### src/timer_wave_params.svh
// Offsets, field positions, reset values and fixed counts for the timer
// waveform and compare-output control block.
// Assumes inclusion by bare name from the design file or the bench.
`ifndef TIMER_WAVE_PARAMS_SVH
`define TIMER_WAVE_PARAMS_SVH

// ----------------------------------------------------------------------
// Register indices (byte address is four times the index)
// ----------------------------------------------------------------------
`define TW_IDX_CTRL_A 10'h0b0
`define TW_IDX_CTRL_B 10'h0b1
`define TW_IDX_CMP_A 10'h0b3
`define TW_IDX_CMP_B 10'h0b4
`define TW_IDX_STATUS 10'h0c0
`define TW_IDX_CLEAR 10'h0c1
`define TW_IDX_ENABLE 10'h0c2
`define TW_IDX_COUNT 10'h0c3
`define TW_ADDR_W 12

// ----------------------------------------------------------------------
// Field positions and reset values
// ----------------------------------------------------------------------
`define TW_A_CMP_A_HI 7
`define TW_A_CMP_A_LO 6
`define TW_A_CMP_B_HI 5
`define TW_A_CMP_B_LO 4
`define TW_A_MODE_HI 1
`define TW_A_MODE_LO 0
`define TW_B_MODE2 3
`define TW_B_CS_HI 2
`define TW_B_CS_LO 0
`define TW_A_WRITE_MASK 8'hf3
`define TW_B_WRITE_MASK 8'h0f
`define TW_CTRL_RESET 8'h00
`define TW_ST_OVF 0
`define TW_ST_MATCH_A 1
`define TW_ST_MATCH_B 2
`define TW_EVENTS 3

// ----------------------------------------------------------------------
// Counter limits and bus answers
// ----------------------------------------------------------------------
`define TW_MAX 8'hff
`define TW_BOTTOM 8'h00
`define TW_RESP_OKAY 2'h0
`define TW_RESP_SLVERR 2'h2

`endif

### src/timer_wave_pkg.sv
// Types shared by the timer waveform and compare-output control block.
// Assumes the constants header sits in the same folder.
`default_nettype none
package timer_wave_pkg;

   // Counting behaviour selected by the three-bit waveform mode.
   typedef enum logic [2:0] {
      KIND_NORMAL = 3'b000,
      KIND_PHASE = 3'b001,
      KIND_MATCH_CLR = 3'b010,
      KIND_FAST = 3'b011,
      KIND_RSVD = 3'b100
   } wave_kind_t;

   // Moment at which the active compare values follow the buffers.
   typedef enum logic [1:0] {
      UPD_NOW = 2'b00,
      UPD_TOP = 2'b01,
      UPD_BOTTOM = 2'b10
   } cmp_update_t;

endpackage
`default_nettype wire

### src/timer_compare_waveform_ctrl.sv
// Waveform generation and compare-output control of an 8-bit timer, with
// its counter, compare buffers, event flags and an AXI4-Lite slave.
// Assumes one clock; prescaling and pin direction live outside the block.
//
// Decided for this implementation: the AXI4-Lite slave port.
`timescale 1ns/1ps
`include "timer_wave_params.svh"
`default_nettype none

// Behaviour
// - Nonzero A output mode lets channel A output take over its pin.
// - Nonzero B output mode lets channel B output take over its pin.
// - Non-PWM A modes: 00 off, 01 toggle, 10 clear, 11 set on match.
// - Non-PWM B modes: 00 off, 01 toggle, 10 clear, 11 set on match.
// - Fast PWM A: 10 clears on match, sets at bottom; 11 reversed.
// - PWM A value 01: disconnected if mode bit 2 low, else toggles.
// - Phase PWM A: 10 clears on up match, sets on down match; 11 reversed.
// - Fast PWM B: 10 clear on match, set at bottom; 11 reversed; 01 reserved.
// - Phase PWM B: 10 clear up, set down; 11 reversed; 01 reserved.
// - Fast PWM, compare equals top, high bit set: ignore match, act at bottom.
// - Phase PWM, compare equals top, high bit set: ignore match, act at top.
// - Control A bits 3 and 2 are read-only and read zero.
// - Waveform mode combines control A bits 1..0 with control B bit 3.
// - Modes 0,1,3 top is max; modes 2,5,7 top is compare A.
// - Compare update and overflow moment both follow the waveform mode.
module timer_compare_waveform_ctrl (
   input wire logic aclk,
   input wire logic aresetn,
   input wire logic [11:0] s_axi_awaddr,
   input wire logic s_axi_awvalid,
   output logic s_axi_awready,
   input wire logic [31:0] s_axi_wdata,
   input wire logic [3:0] s_axi_wstrb,
   input wire logic s_axi_wvalid,
   output logic s_axi_wready,
   output logic [1:0] s_axi_bresp,
   output logic s_axi_bvalid,
   input wire logic s_axi_bready,
   input wire logic [11:0] s_axi_araddr,
   input wire logic s_axi_arvalid,
   output logic s_axi_arready,
   output logic [31:0] s_axi_rdata,
   output logic [1:0] s_axi_rresp,
   output logic s_axi_rvalid,
   input wire logic s_axi_rready,
   output logic cmp_a_out_pin,
   output logic cmp_b_out_pin,
   output logic cmp_a_override,
   output logic cmp_b_override,
   output logic irq
);
   import timer_wave_pkg::*;

   // ----------------------------------------------------------------------
   // State
   // ----------------------------------------------------------------------
   logic [7:0] ctrl_a_q;
   logic [7:0] ctrl_b_q;
   logic [7:0] cmp_a_buf_q;
   logic [7:0] cmp_b_buf_q;
   logic [7:0] cmp_a_value_q;
   logic [7:0] cmp_b_value_q;
   logic [7:0] cnt_q;
   logic dir_down_q;
   logic out_a_q;
   logic out_b_q;
   logic [`TW_EVENTS-1:0] status_q;
   logic [`TW_EVENTS-1:0] irq_en_q;
   logic aw_pend_q;
   logic w_pend_q;
   logic [11:0] aw_addr_q;
   logic [31:0] w_data_q;
   logic [3:0] w_strb_q;
   logic bvalid_q;
   logic [1:0] bresp_q;
   logic rvalid_q;
   logic [31:0] rdata_q;
   logic [1:0] rresp_q;

   logic [2:0] wave_gen_mode;
   logic [1:0] cmp_a_out_mode;
   logic [1:0] cmp_b_out_mode;
   logic wave_gen_mode_bit2;
   logic [2:0] clock_select_field;
   wave_kind_t kind;
   cmp_update_t upd;
   logic [7:0] top;
   logic running;
   logic at_top;
   logic match_a;
   logic match_b;
   logic ovf_evt;
   logic is_pwm;
   logic a_is_top;
   logic b_is_top;
   logic wr_go;
   logic [9:0] wr_idx;
   logic [9:0] rd_idx;
   logic [`TW_EVENTS-1:0] clr_bits;
   logic [`TW_EVENTS-1:0] evt_bits;

   // ----------------------------------------------------------------------
   // Mode decode
   // ----------------------------------------------------------------------
   // mode field assembly
   assign wave_gen_mode_bit2 = ctrl_b_q[`TW_B_MODE2];
   assign wave_gen_mode = {wave_gen_mode_bit2,
                           ctrl_a_q[`TW_A_MODE_HI:`TW_A_MODE_LO]};
   assign cmp_a_out_mode = ctrl_a_q[`TW_A_CMP_A_HI:`TW_A_CMP_A_LO];
   assign cmp_b_out_mode = ctrl_a_q[`TW_A_CMP_B_HI:`TW_A_CMP_B_LO];
   assign clock_select_field = ctrl_b_q[`TW_B_CS_HI:`TW_B_CS_LO];

   // kind and top source. Reserved modes count like normal mode so
   // that a stray setting never hangs the counter.
   always_comb begin
      case (wave_gen_mode)
         3'h0: begin
            kind = KIND_NORMAL;
            top = `TW_MAX;
         end
         3'h1: begin
            kind = KIND_PHASE;
            top = `TW_MAX;
         end
         3'h2: begin
            kind = KIND_MATCH_CLR;
            top = cmp_a_value_q;
         end
         3'h3: begin
            kind = KIND_FAST;
            top = `TW_MAX;
         end
         3'h5: begin
            kind = KIND_PHASE;
            top = cmp_a_value_q;
         end
         3'h7: begin
            kind = KIND_FAST;
            top = cmp_a_value_q;
         end
         default: begin
            kind = KIND_RSVD;
            top = `TW_MAX;
         end
      endcase
   end

   // compare update moment and overflow moment per mode.
   always_comb begin
      case (kind)
         KIND_PHASE: begin
            upd = UPD_TOP;
            ovf_evt = running && cnt_q == `TW_BOTTOM && dir_down_q;
         end
         KIND_FAST: begin
            upd = UPD_BOTTOM;
            ovf_evt = wave_gen_mode_bit2 ? at_top
                                         : (running && cnt_q == `TW_MAX);
         end
         default: begin
            upd = UPD_NOW;
            ovf_evt = running && cnt_q == `TW_MAX;
         end
      endcase
   end

   assign running = clock_select_field != 3'h0;
   assign at_top = running && cnt_q == top;
   assign match_a = running && cnt_q == cmp_a_value_q;
   assign match_b = running && cnt_q == cmp_b_value_q;
   assign is_pwm = kind == KIND_PHASE || kind == KIND_FAST;
   assign a_is_top = cmp_a_value_q == top;
   assign b_is_top = cmp_b_value_q == top;

   // ----------------------------------------------------------------------
   // Counter
   // ----------------------------------------------------------------------
   // Single slope wraps from top to bottom; dual slope turns at both ends.
   always_ff @(posedge aclk) begin
      if (!aresetn) begin
         cnt_q <= `TW_BOTTOM;
         dir_down_q <= 1'b0;
      end else if (running) begin
         if (kind != KIND_PHASE) begin
            dir_down_q <= 1'b0;
            cnt_q <= at_top ? `TW_BOTTOM : cnt_q + 8'h01;
         end else if (!dir_down_q) begin
            if (at_top) begin
               dir_down_q <= 1'b1;
               cnt_q <= (top == `TW_BOTTOM) ? `TW_BOTTOM : cnt_q - 8'h01;
            end else begin
               cnt_q <= cnt_q + 8'h01;
            end
         end else if (cnt_q == `TW_BOTTOM) begin
            dir_down_q <= 1'b0;
            cnt_q <= (top == `TW_BOTTOM) ? `TW_BOTTOM : 8'h01;
         end else begin
            cnt_q <= cnt_q - 8'h01;
         end
      end
   end

   // active compare values follow the software buffers. Updating
   // only at top or bottom in PWM keeps each period glitch free.
   always_ff @(posedge aclk) begin
      if (!aresetn) begin
         cmp_a_value_q <= `TW_BOTTOM;
         cmp_b_value_q <= `TW_BOTTOM;
      end else if (upd == UPD_NOW || at_top) begin
         cmp_a_value_q <= cmp_a_buf_q;
         cmp_b_value_q <= cmp_b_buf_q;
      end
   end

   // ----------------------------------------------------------------------
   // Compare output waveform
   // ----------------------------------------------------------------------
   // Next level of one compare output.  tog_ok allows the PWM toggle.
   function automatic logic chan_next(input wave_kind_t k,
                                      input logic [1:0] com,
                                      input logic tog_ok,
                                      input logic match,
                                      input logic top_hit,
                                      input logic down,
                                      input logic cmp_top,
                                      input logic cur);
      logic nxt;
      nxt = cur;
      case (k)
         KIND_FAST: begin
            if (com[1]) begin
               if (top_hit) begin
                  nxt = ~com[0];
               end else if (match && !cmp_top) begin
                  nxt = com[0];
               end
            end else if (com[0] && tog_ok && match) begin
               nxt = ~cur;
            end
         end
         KIND_PHASE: begin
            if (com[1]) begin
               if (cmp_top && top_hit) begin
                  nxt = ~com[0];
               end else if (match && !cmp_top) begin
                  nxt = down ? ~com[0] : com[0];
               end
            end else if (com[0] && tog_ok && match) begin
               nxt = ~cur;
            end
         end
         default: begin
            if (match) begin
               case (com)
                  2'b01: nxt = ~cur;
                  2'b10: nxt = 1'b0;
                  2'b11: nxt = 1'b1;
                  default: nxt = cur;
               endcase
            end
         end
      endcase
      return nxt;
   endfunction

   always_ff @(posedge aclk) begin
      if (!aresetn) begin
         out_a_q <= 1'b0;
      end else begin
         out_a_q <= chan_next(kind, cmp_a_out_mode, wave_gen_mode_bit2,
                              match_a, at_top, dir_down_q, a_is_top,
                              out_a_q);
      end
   end

   // channel B output level; no PWM toggle.
   always_ff @(posedge aclk) begin
      if (!aresetn) begin
         out_b_q <= 1'b0;
      end else begin
         out_b_q <= chan_next(kind, cmp_b_out_mode, 1'b0, match_b, at_top,
                              dir_down_q, b_is_top, out_b_q);
      end
   end

   // pin takeover. The driver itself still needs
   // the port direction bit, which lives outside this block.
   assign cmp_a_override = cmp_a_out_mode != 2'b00 &&
      !(is_pwm && cmp_a_out_mode == 2'b01 && !wave_gen_mode_bit2);
   assign cmp_b_override = cmp_b_out_mode != 2'b00 &&
      !(is_pwm && cmp_b_out_mode == 2'b01);
   assign cmp_a_out_pin = out_a_q;
   assign cmp_b_out_pin = out_b_q;

   // ----------------------------------------------------------------------
   // Event flags and interrupt
   // ----------------------------------------------------------------------
   assign evt_bits = {match_b, match_a, ovf_evt};
   assign clr_bits = (wr_go && wr_idx == `TW_IDX_CLEAR && w_strb_q[0])
                     ? w_data_q[`TW_EVENTS-1:0] : '0;

   // A flag raised in the cycle it is cleared stays set.
   always_ff @(posedge aclk) begin
      if (!aresetn) begin
         status_q <= '0;
      end else begin
         status_q <= (status_q & ~clr_bits) | evt_bits;
      end
   end

   assign irq = |(status_q & irq_en_q);

   // ----------------------------------------------------------------------
   // AXI4-Lite slave
   // ----------------------------------------------------------------------
   assign s_axi_awready = !aw_pend_q && !bvalid_q;
   assign s_axi_wready = !w_pend_q && !bvalid_q;
   assign s_axi_arready = !rvalid_q;
   assign s_axi_bvalid = bvalid_q;
   assign s_axi_bresp = bresp_q;
   assign s_axi_rvalid = rvalid_q;
   assign s_axi_rdata = rdata_q;
   assign s_axi_rresp = rresp_q;
   assign wr_go = aw_pend_q && w_pend_q && !bvalid_q;
   assign wr_idx = aw_addr_q[11:2];
   assign rd_idx = s_axi_araddr[11:2];

   // Address and data may arrive in either order; both are held here.
   always_ff @(posedge aclk) begin
      if (!aresetn) begin
         aw_pend_q <= 1'b0;
         w_pend_q <= 1'b0;
         aw_addr_q <= '0;
         w_data_q <= '0;
         w_strb_q <= '0;
      end else begin
         if (s_axi_awvalid && s_axi_awready) begin
            aw_pend_q <= 1'b1;
            aw_addr_q <= s_axi_awaddr;
         end else if (wr_go) begin
            aw_pend_q <= 1'b0;
         end
         if (s_axi_wvalid && s_axi_wready) begin
            w_pend_q <= 1'b1;
            w_data_q <= s_axi_wdata;
            w_strb_q <= s_axi_wstrb;
         end else if (wr_go) begin
            w_pend_q <= 1'b0;
         end
      end
   end

   // register writes; reserved and strobe bits are never stored.
   always_ff @(posedge aclk) begin
      if (!aresetn) begin
         ctrl_a_q <= `TW_CTRL_RESET;
         ctrl_b_q <= `TW_CTRL_RESET;
         cmp_a_buf_q <= `TW_BOTTOM;
         cmp_b_buf_q <= `TW_BOTTOM;
         irq_en_q <= '0;
      end else if (wr_go && w_strb_q[0]) begin
         case (wr_idx)
            `TW_IDX_CTRL_A: ctrl_a_q <= w_data_q[7:0] & `TW_A_WRITE_MASK;
            `TW_IDX_CTRL_B: ctrl_b_q <= w_data_q[7:0] & `TW_B_WRITE_MASK;
            `TW_IDX_CMP_A: cmp_a_buf_q <= w_data_q[7:0];
            `TW_IDX_CMP_B: cmp_b_buf_q <= w_data_q[7:0];
            `TW_IDX_ENABLE: irq_en_q <= w_data_q[`TW_EVENTS-1:0];
            default: ;
         endcase
      end
   end

   // Write answer one cycle after both halves are held.
   always_ff @(posedge aclk) begin
      if (!aresetn) begin
         bvalid_q <= 1'b0;
         bresp_q <= `TW_RESP_OKAY;
      end else if (wr_go) begin
         bvalid_q <= 1'b1;
         case (wr_idx)
            `TW_IDX_CTRL_A, `TW_IDX_CTRL_B, `TW_IDX_CMP_A, `TW_IDX_CMP_B,
            `TW_IDX_CLEAR, `TW_IDX_ENABLE: bresp_q <= `TW_RESP_OKAY;
            default: bresp_q <= `TW_RESP_SLVERR;
         endcase
      end else if (s_axi_bready) begin
         bvalid_q <= 1'b0;
      end
   end

   // Read answer one cycle after the address is taken.
   always_ff @(posedge aclk) begin
      if (!aresetn) begin
         rvalid_q <= 1'b0;
         rdata_q <= '0;
         rresp_q <= `TW_RESP_OKAY;
      end else if (s_axi_arvalid && s_axi_arready) begin
         rvalid_q <= 1'b1;
         rresp_q <= `TW_RESP_OKAY;
         case (rd_idx)
            `TW_IDX_CTRL_A: rdata_q <= {24'h000000, ctrl_a_q};
            `TW_IDX_CTRL_B: rdata_q <= {24'h000000, ctrl_b_q};
            `TW_IDX_CMP_A: rdata_q <= {24'h000000, cmp_a_buf_q};
            `TW_IDX_CMP_B: rdata_q <= {24'h000000, cmp_b_buf_q};
            `TW_IDX_STATUS: rdata_q <= {29'h0, status_q};
            `TW_IDX_ENABLE: rdata_q <= {29'h0, irq_en_q};
            `TW_IDX_COUNT: rdata_q <= {24'h000000, cnt_q};
            `TW_IDX_CLEAR: rdata_q <= 32'h00000000;
            default: begin
               rdata_q <= 32'h00000000;
               rresp_q <= `TW_RESP_SLVERR;
            end
         endcase
      end else if (s_axi_rready) begin
         rvalid_q <= 1'b0;
      end
   end
endmodule
`default_nettype wire

### config.mk
export PLATFORM = sky130hd
export DESIGN_NAME = timer_compare_waveform_ctrl
export DESIGN_NICKNAME = d
export VERILOG_FILES = /design/src/timer_wave_pkg.sv /design/src/timer_compare_waveform_ctrl.sv
export VERILOG_INCLUDE_DIRS = /design/src
export SDC_FILE = /design/constraint.sdc
export NUM_CORES = 1
export LEC_CHECK = 0
export BUFFER_PORTS_ARGS = -buffer_cell sky130_fd_sc_hd__buf_4
export CAP_MARGIN = 20
export CORE_MARGIN = 2
export CORE_UTILIZATION = 30
export CTS_CLUSTER_SIZE = 24
export DETAILED_ROUTE_END_ITERATION = 12
export GPL_TIMING_DRIVEN = 0
export REMOVE_ABC_BUFFERS = 1
export SLEW_MARGIN = 20
export SYNTH_ARGS = -nofsm -noshare
export SYNTH_HDL_FRONTEND = slang
export SYNTH_SLANG_ARGS = --single-unit
### constraint.sdc
create_clock -name aclk -period 3.3 [get_ports aclk]
set_input_delay 0.66 -clock aclk [delete_from_list [all_inputs] [get_ports aclk]]
set_output_delay 0.66 -clock aclk [all_outputs]
set_load 0.05 [all_outputs]
# After elaboration in Yosys (flattened, before gate mapping)
# Index checks and enable logic that the tools add are counted.
# totals
reg_bits	120
inputBits	67
out_inout_bits	46
# op_classes
n_addsub	2
n_eq_ne	40
mux	48
bitwise_logic	8
n_reduce_logical	66
# op_table
cell	count
10-bit by 8-bit equality test with 1-bit output (second input constant)	14
8-bit 2-to-1 mux	7
8-bit case mux with 7 select lines	1
8-bit equality test	5
1-bit 2-to-1 mux	30
1-bit logical AND	27
8-bit zero test	2
3-bit case mux with 4 select lines	1
2-bit nonzero test	6
2-bit AND reduction	5
5-bit nonzero test	2
3-bit by 2-bit equality test with 1-bit output (second input constant)	3
1-bit zero test	9
3-bit nonzero test	3
8-bit by 1-bit adder with 8-bit output (second input constant)	1
2-bit equality test (second input constant)	4
8-bit equality test (second input constant)	1
8-bit OR reduction	1
8-bit by 1-bit subtractor with 8-bit output (second input constant)	1
3-bit bitwise AND	2
3-bit by 1-bit equality test with 1-bit output (second input constant)	2
3-bit equality test (second input constant)	2
3-bit by 1-bit inequality test with 1-bit output (second input constant)	2
1-bit case mux with 2 select lines	3
other kinds (20)	30

# Depth between registers and ports, before layout
# depth
ltp_word	10
mapped_depth	12

# Worst setup path after synthesis
# Ideal clock, no wire load.
# synth_timing
path_type	reg-to-reg
from	reg ctrl_b_q[3]
to	reg cmp_a_value_q[0]
setup_ps	128
arrival_time_ps	2610
t_required_ps	3172
path_slack_ps	563
stages_incl_launch_ff	13
path_buffers	5
path_cell_list	dfxtp_1 -> buf_6 -> or3b_1 -> buf_2 -> and2_4 -> buf_6 -> o41a_1 -> a211oi_4 -> nand2b_1 -> buf_6 -> buf_6 -> mux2i_1 -> nor2_1
# synth_via
elab_chain_len	7
elab_cells_between_ends	18
classes_between	8 x eq/ne; 3 x mux; 7 x reduce/logical
# synth_rtl
element	line_no	text
start, declared	timer_compare_waveform_ctrl.sv:58	logic [7:0] ctrl_b_q;
start signal, assigned	timer_compare_waveform_ctrl.sv:357	ctrl_b_q <= `TW_CTRL_RESET;
start signal, assigned	timer_compare_waveform_ctrl.sv:364	`TW_IDX_CTRL_B: ctrl_b_q <= w_data_q[7:0] & `TW_B_WRITE_MASK;
3-bit equality test (tied with other cells)	timer_compare_waveform_ctrl.sv:116	case (wave_gen_mode)
2-bit OR reduction (no source line)	--	
3-bit case mux with 4 select lines	timer_compare_waveform_ctrl.sv:116	
3-bit by 2-bit equality test with 1-bit output or 3-bit by 1-bit equality test with 1-bit output (tied branches)	timer_compare_waveform_ctrl.sv:150	case (kind)
2-bit case mux with 2 select lines	timer_compare_waveform_ctrl.sv:150	
2-bit zero test	timer_compare_waveform_ctrl.sv:209	end else if (upd == UPD_NOW || at_top) begin
1-bit logical OR (*)	timer_compare_waveform_ctrl.sv:209	
end signal, assigned	timer_compare_waveform_ctrl.sv:207	cmp_a_value_q <= `TW_BOTTOM;
end signal, assigned	timer_compare_waveform_ctrl.sv:210	cmp_a_value_q <= cmp_a_buf_q;
end, declared	timer_compare_waveform_ctrl.sv:61	logic [7:0] cmp_a_value_q;
# Every way passes the cells marked *; elsewhere a longest branch is shown, timed or not.
# A chain may end at the register's enable or synchronous reset.

# Worst setup path after layout
# layout_timing
from	reg ctrl_a_q[1]
to	reg out_a_q, in the netlist cmp_a_out_pin
# layout_via
elab_chain_len	9
elab_cells_between_ends	29
classes_between	11 x eq/ne; 7 x mux; 11 x reduce/logical
# layout_rtl
element	line_no	text
start, declared	timer_compare_waveform_ctrl.sv:57	logic [7:0] ctrl_a_q;
start signal, assigned	timer_compare_waveform_ctrl.sv:356	ctrl_a_q <= `TW_CTRL_RESET;
start signal, assigned	timer_compare_waveform_ctrl.sv:363	`TW_IDX_CTRL_A: ctrl_a_q <= w_data_q[7:0] & `TW_A_WRITE_MASK;
3-bit equality test or 3-bit by 2-bit equality test with 1-bit output (tied branches)	timer_compare_waveform_ctrl.sv:116	
3-bit OR reduction (no source line)	--	
8-bit 2-to-1 mux	timer_compare_waveform_ctrl.sv:116	
8-bit equality test	timer_compare_waveform_ctrl.sv:168	assign at_top = running && cnt_q == top;
1-bit logical AND	timer_compare_waveform_ctrl.sv:168	
1-bit logical AND	timer_compare_waveform_ctrl.sv:243	if (cmp_top && top_hit) begin
1-bit 2-to-1 mux	timer_compare_waveform_ctrl.sv:243	
1-bit 2-to-1 mux	timer_compare_waveform_ctrl.sv:242	if (com[1]) begin
1-bit case mux with 2 select lines	timer_compare_waveform_ctrl.sv:229	case (k)
end signal, assigned	timer_compare_waveform_ctrl.sv:270	out_a_q <= chan_next(kind, cmp_a_out_mode, wave_gen_mode_bit2,
end, declared	timer_compare_waveform_ctrl.sv:65	logic out_a_q;
# Several ways; a longest one is shown, not always the timed one.

==> key figures <==
Power
  • Maximum VDD drop: 296 uV
  • Switch share: 0.258
  • Net switching power: 686 uW
  • Comb power frac: 0.106
  • Internal power: 1.97 mW
  • Pwr dens: 443 nW/um^2
  • Pleak: 2.32 nW
  • Clock share of power: 0.453
  • Reg power frac: 0.441

Critical path
  • Worst setup SP type: flip-flop
  • Worst Path Required: 3580 ps
  • Worst Setup Path Type: flip-flop to flip-flop
  • Slowest stage delay, CP: 540 ps
  • CP max FO: 11
  • Buf/Inv on CP: 1
  • Critical Path Sink Type: flip-flop
  • Critical path's top delay family: compound AO/OA/AOI/OAI gates
  • Critical path's slowest cell: or3b_1
  • CP Cell Sequence: or3b_1 -> and2_4 -> o41a_1 -> a211oi_4 -> buf_4 -> o22ai_1 -> a311o_1 -> a31oi_1
  • Worst EP arrival: 3290 ps

Timing
  • Final hold vios: 0
  • Worst slew pin tran: 1010 ps
  • Max-slew headroom: 0.326
  • Max Clock Freq: 332 MHz
  • Setup Skew: 7.17 ps
  • Period utilization: 0.912
  • Minimum clock period: 3010 ps
  • Final-report max-slew violation count: 0
  • Final setup fails: 0
  • WHS: 455 ps
  • RSZ-0062 raised after global routing: false

Placement
  • Port buffer count: 55
  • HPWL after detailed placement: 9910 um
  • Cells after DPL: 884
  • RD Place Congestion: 0.860
  • Placement-stage cell area: 5610 um^2

Synthesis
  • Synthesized cell area: 5180 um^2
  • Post-synth ARST share: 0
  • #FFs+latches synth: 92
  • Synth Warn #: 0
  • Seq/Total Area, Yosys: 0.355
  • Syn Inst Count: 652
  • Top FF cell, synth: dfxtp_1
  • Post-synth EDFFs: 0
  • Yosys cell types: 61
  • Mean area per synthesized cell: 7.95 um^2

Worst hold path
  • Worst hold path class: flip-flop to flip-flop

Die
  • Die height: 135 um
  • Rows: 48
  • Core box area: 17100 um^2
  • Die X: 135 um
  • Io pins: 113
  • Initial Utilization: 0.303
  • Die area: 18400 um^2

Final layout
  • Final net count: 746
  • Filler cells: 1830
  • Antenna fix cells: 0
  • Final cell count without fillers: 903
  • Fraction of layout cells with a size suffix above 1: 0.134
  • Area Growth Syn to Fin: 15.5%
  • Final instance area: 5990 um^2

CTS
  • H-tree levels: 3
  • Clk Latency, worst-skew pair: 350 ps
  • Root Buffer: clkbuf_16
  • Total CTS buffers: 9
  • CTS Sinks: 92
  • TritonCTS clock tree: yes
  • Clk slew on worst S/H paths: 70 ps
  • Clock Path Buffers: 2

Detailed routing
  • Vias per inst: 5.21
  • Total routed wirelength: 13700 um
  • Wire per inst: 15.2 um
  • Via Count: 4708
  • DRC Markers: 0
  • Routed Antenna Nets: 0
  • Drt first pass iters: 6
  • Initial DRC Count: 361

Job
  • Maxcap violations: 0

Global routing
  • Pin count of the biggest net entering global routing: 70
  • Grt ovf: 0
  • Initial antenna violation count: 0
  • Vias in the first global route: 4104
  • Total GRT Usage: 0.152
  • First-pass GRT wire length: 22100 um

Status
  • Outcome: finished, final reports clean
[cells by family after synthesis]
group	count (synthesis)	synth area share
AO/OA/AOI/OAI	151	0.190
XOR/XNOR	21	0.0355
adder cells (fa/ha/maj)	6	0.0145
buffers and inverters	94	0.0939
flip-flops	92	0.355
multiplexers	51	0.0992
other	1	0.000723
AND/OR/NAND/NOR	236	0.211
[state kept, by name, summed over array words and instances, names as in the netlist, 3 cells and up]
| signal | cells |
|---|---|
| cmp_b_value_q | 8 |
| cnt_q | 8 |
| cmp_b_buf_q | 8 |
| aw_addr_q | 10 |
| irq_en_q | 3 |
| cmp_a_value_q | 8 |
| cmp_a_buf_q | 8 |
| status_q | 3 |
| w_data_q | 8 |
| ctrl_b_q | 4 |
| ctrl_a_q | 6 |
| s_axi_rdata | 8 |
[cell usage after synthesis (4+ instances only)]
cell	n	area share
dfxtp_1	92	0.36
nor2_1	86	0.062
or3_1	4	0.0048
a21oi_1	49	0.047
buf_6	4	0.0087
nand3b_1	5	0.0072
a211oi_1	10	0.014
nand4_1	9	0.011
nand4b_1	4	0.0068
a221oi_1	7	0.012
ha_1	6	0.014
a31oi_1	14	0.017
nor4bb_1	5	0.0097
a22oi_1	8	0.012
inv_1	20	0.014
nand3_1	17	0.016
nor4_1	4	0.0048
a222oi_1	6	0.012
nand2_1	72	0.052
mux2i_1	48	0.093
o22ai_1	6	0.0072
and3_1	4	0.0048
buf_4	27	0.039
clkbuf_1	39	0.028
xor2_1	4	0.0068
and2_1	4	0.0048
o21ai_0	27	0.026
nor3_1	10	0.0097
xnor2_1	17	0.029
[worst min-delay path: cells and delay by family, from the launching register on]
kind | cells | cell delay [ps]
DFF | 1 | 310
and+or+nand+nor | 1 | 50
AOI/OAI and AO/OA | 1 | 50
[stage by stage]
| step | worst slack, ps | setup TNS, ps | total power [mW] | util |
|---|---|---|---|---|
| 3_5_place_dp | -550 | -9460 | 1.48 | 0.327 |
| 2_1_floorplan | 80.9 | 0 | 1.38 | - |
| 5_1_grt | 140 | 0 | 2.76 | 0.350 |
| 3_3_place_gp | -624 | -11170 | 1.48 | 0.325 |
| 6_report | 292 | 0 | 2.66 | 0.350 |
| 4_1_cts | 106 | 0 | 2.68 | 0.349 |
[what timing repair did]
action | 4_1_cts | 5_1_grt
hold buffers | 0 | 0
setup buffers | 3 | 0
gates resized for setup | 1 | 4
pin swaps | 1 | 0
endpoints found under the setup margin | 24 | 19
hold endpoints to repair | 0 | 0
[cell type report]
| type | count | area [um^2] | area share |
|---|---|---|---|
| Multi-Input combinational cell | 491 | 2980 | 0.497 |
| Clock buffer | 10 | 229 | 0.0382 |
| Clock inverter | 6 | 116 | 0.0194 |
| Tap cell | 225 | 282 | 0.0470 |
| Inverter | 20 | 77.6 | 0.0129 |
| Timing Repair Buffer | 59 | 463 | 0.0773 |
| Sequential cell | 92 | 1840 | 0.308 |
[cells in the final DEF, fill, tap and decap left out, types with 19 or more instances in the layout]
cell type  instances
a21oi_1           49
inv_1             19
o21ai_0           27
buf_4             58
conb_1            26
nor2_1            86
nand2_1           72
dfxtp_1           90
mux2i_1           48
[power groups by stage]
| stage | combinational, mW | sequential, mW | clock (mW) |
|---|---|---|---|
| after floorplan | 0.161 | 1.22 | 0 |
| after global placement | 0.278 | 1.20 | 0 |
| after detailed placement | 0.284 | 1.20 | 0 |
| after CTS | 0.284 | 1.17 | 1.22 |
| after global routing | 0.307 | 1.18 | 1.27 |
| final | 0.283 | 1.17 | 1.20 |
[layer usage]
layer | track usage | wire length (um) | up-vias
li1 | - | - | 2311
met1 | 0.225 | 6740 | 2230
met2 | 0.230 | 6040 | 154
met3 | 0.0296 | 789 | 13
met4 | 0.0318 | 136 | 0
met5 | 0 | 0 | -
[final timing paths]
check | start | to | slack [ps] | cells after the start
worst max-delay path | ctrl_a_q[1]$_SDFFE_PN0P_ | cmp_a_out_pin$_SDFFE_PN0P_ | 290 | 8
worst min register to register | aw_addr_q[10]$_SDFFE_PN0P_ | aw_addr_q[10]$_SDFFE_PN0P_ | 450 | 2
worst max register to register | ctrl_a_q[1]$_SDFFE_PN0P_ | cmp_a_out_pin$_SDFFE_PN0P_ | 290 | 8
worst min-delay path | aw_addr_q[10]$_SDFFE_PN0P_ | aw_addr_q[10]$_SDFFE_PN0P_ | 450 | 2
(Power assumes the default switching activity.)
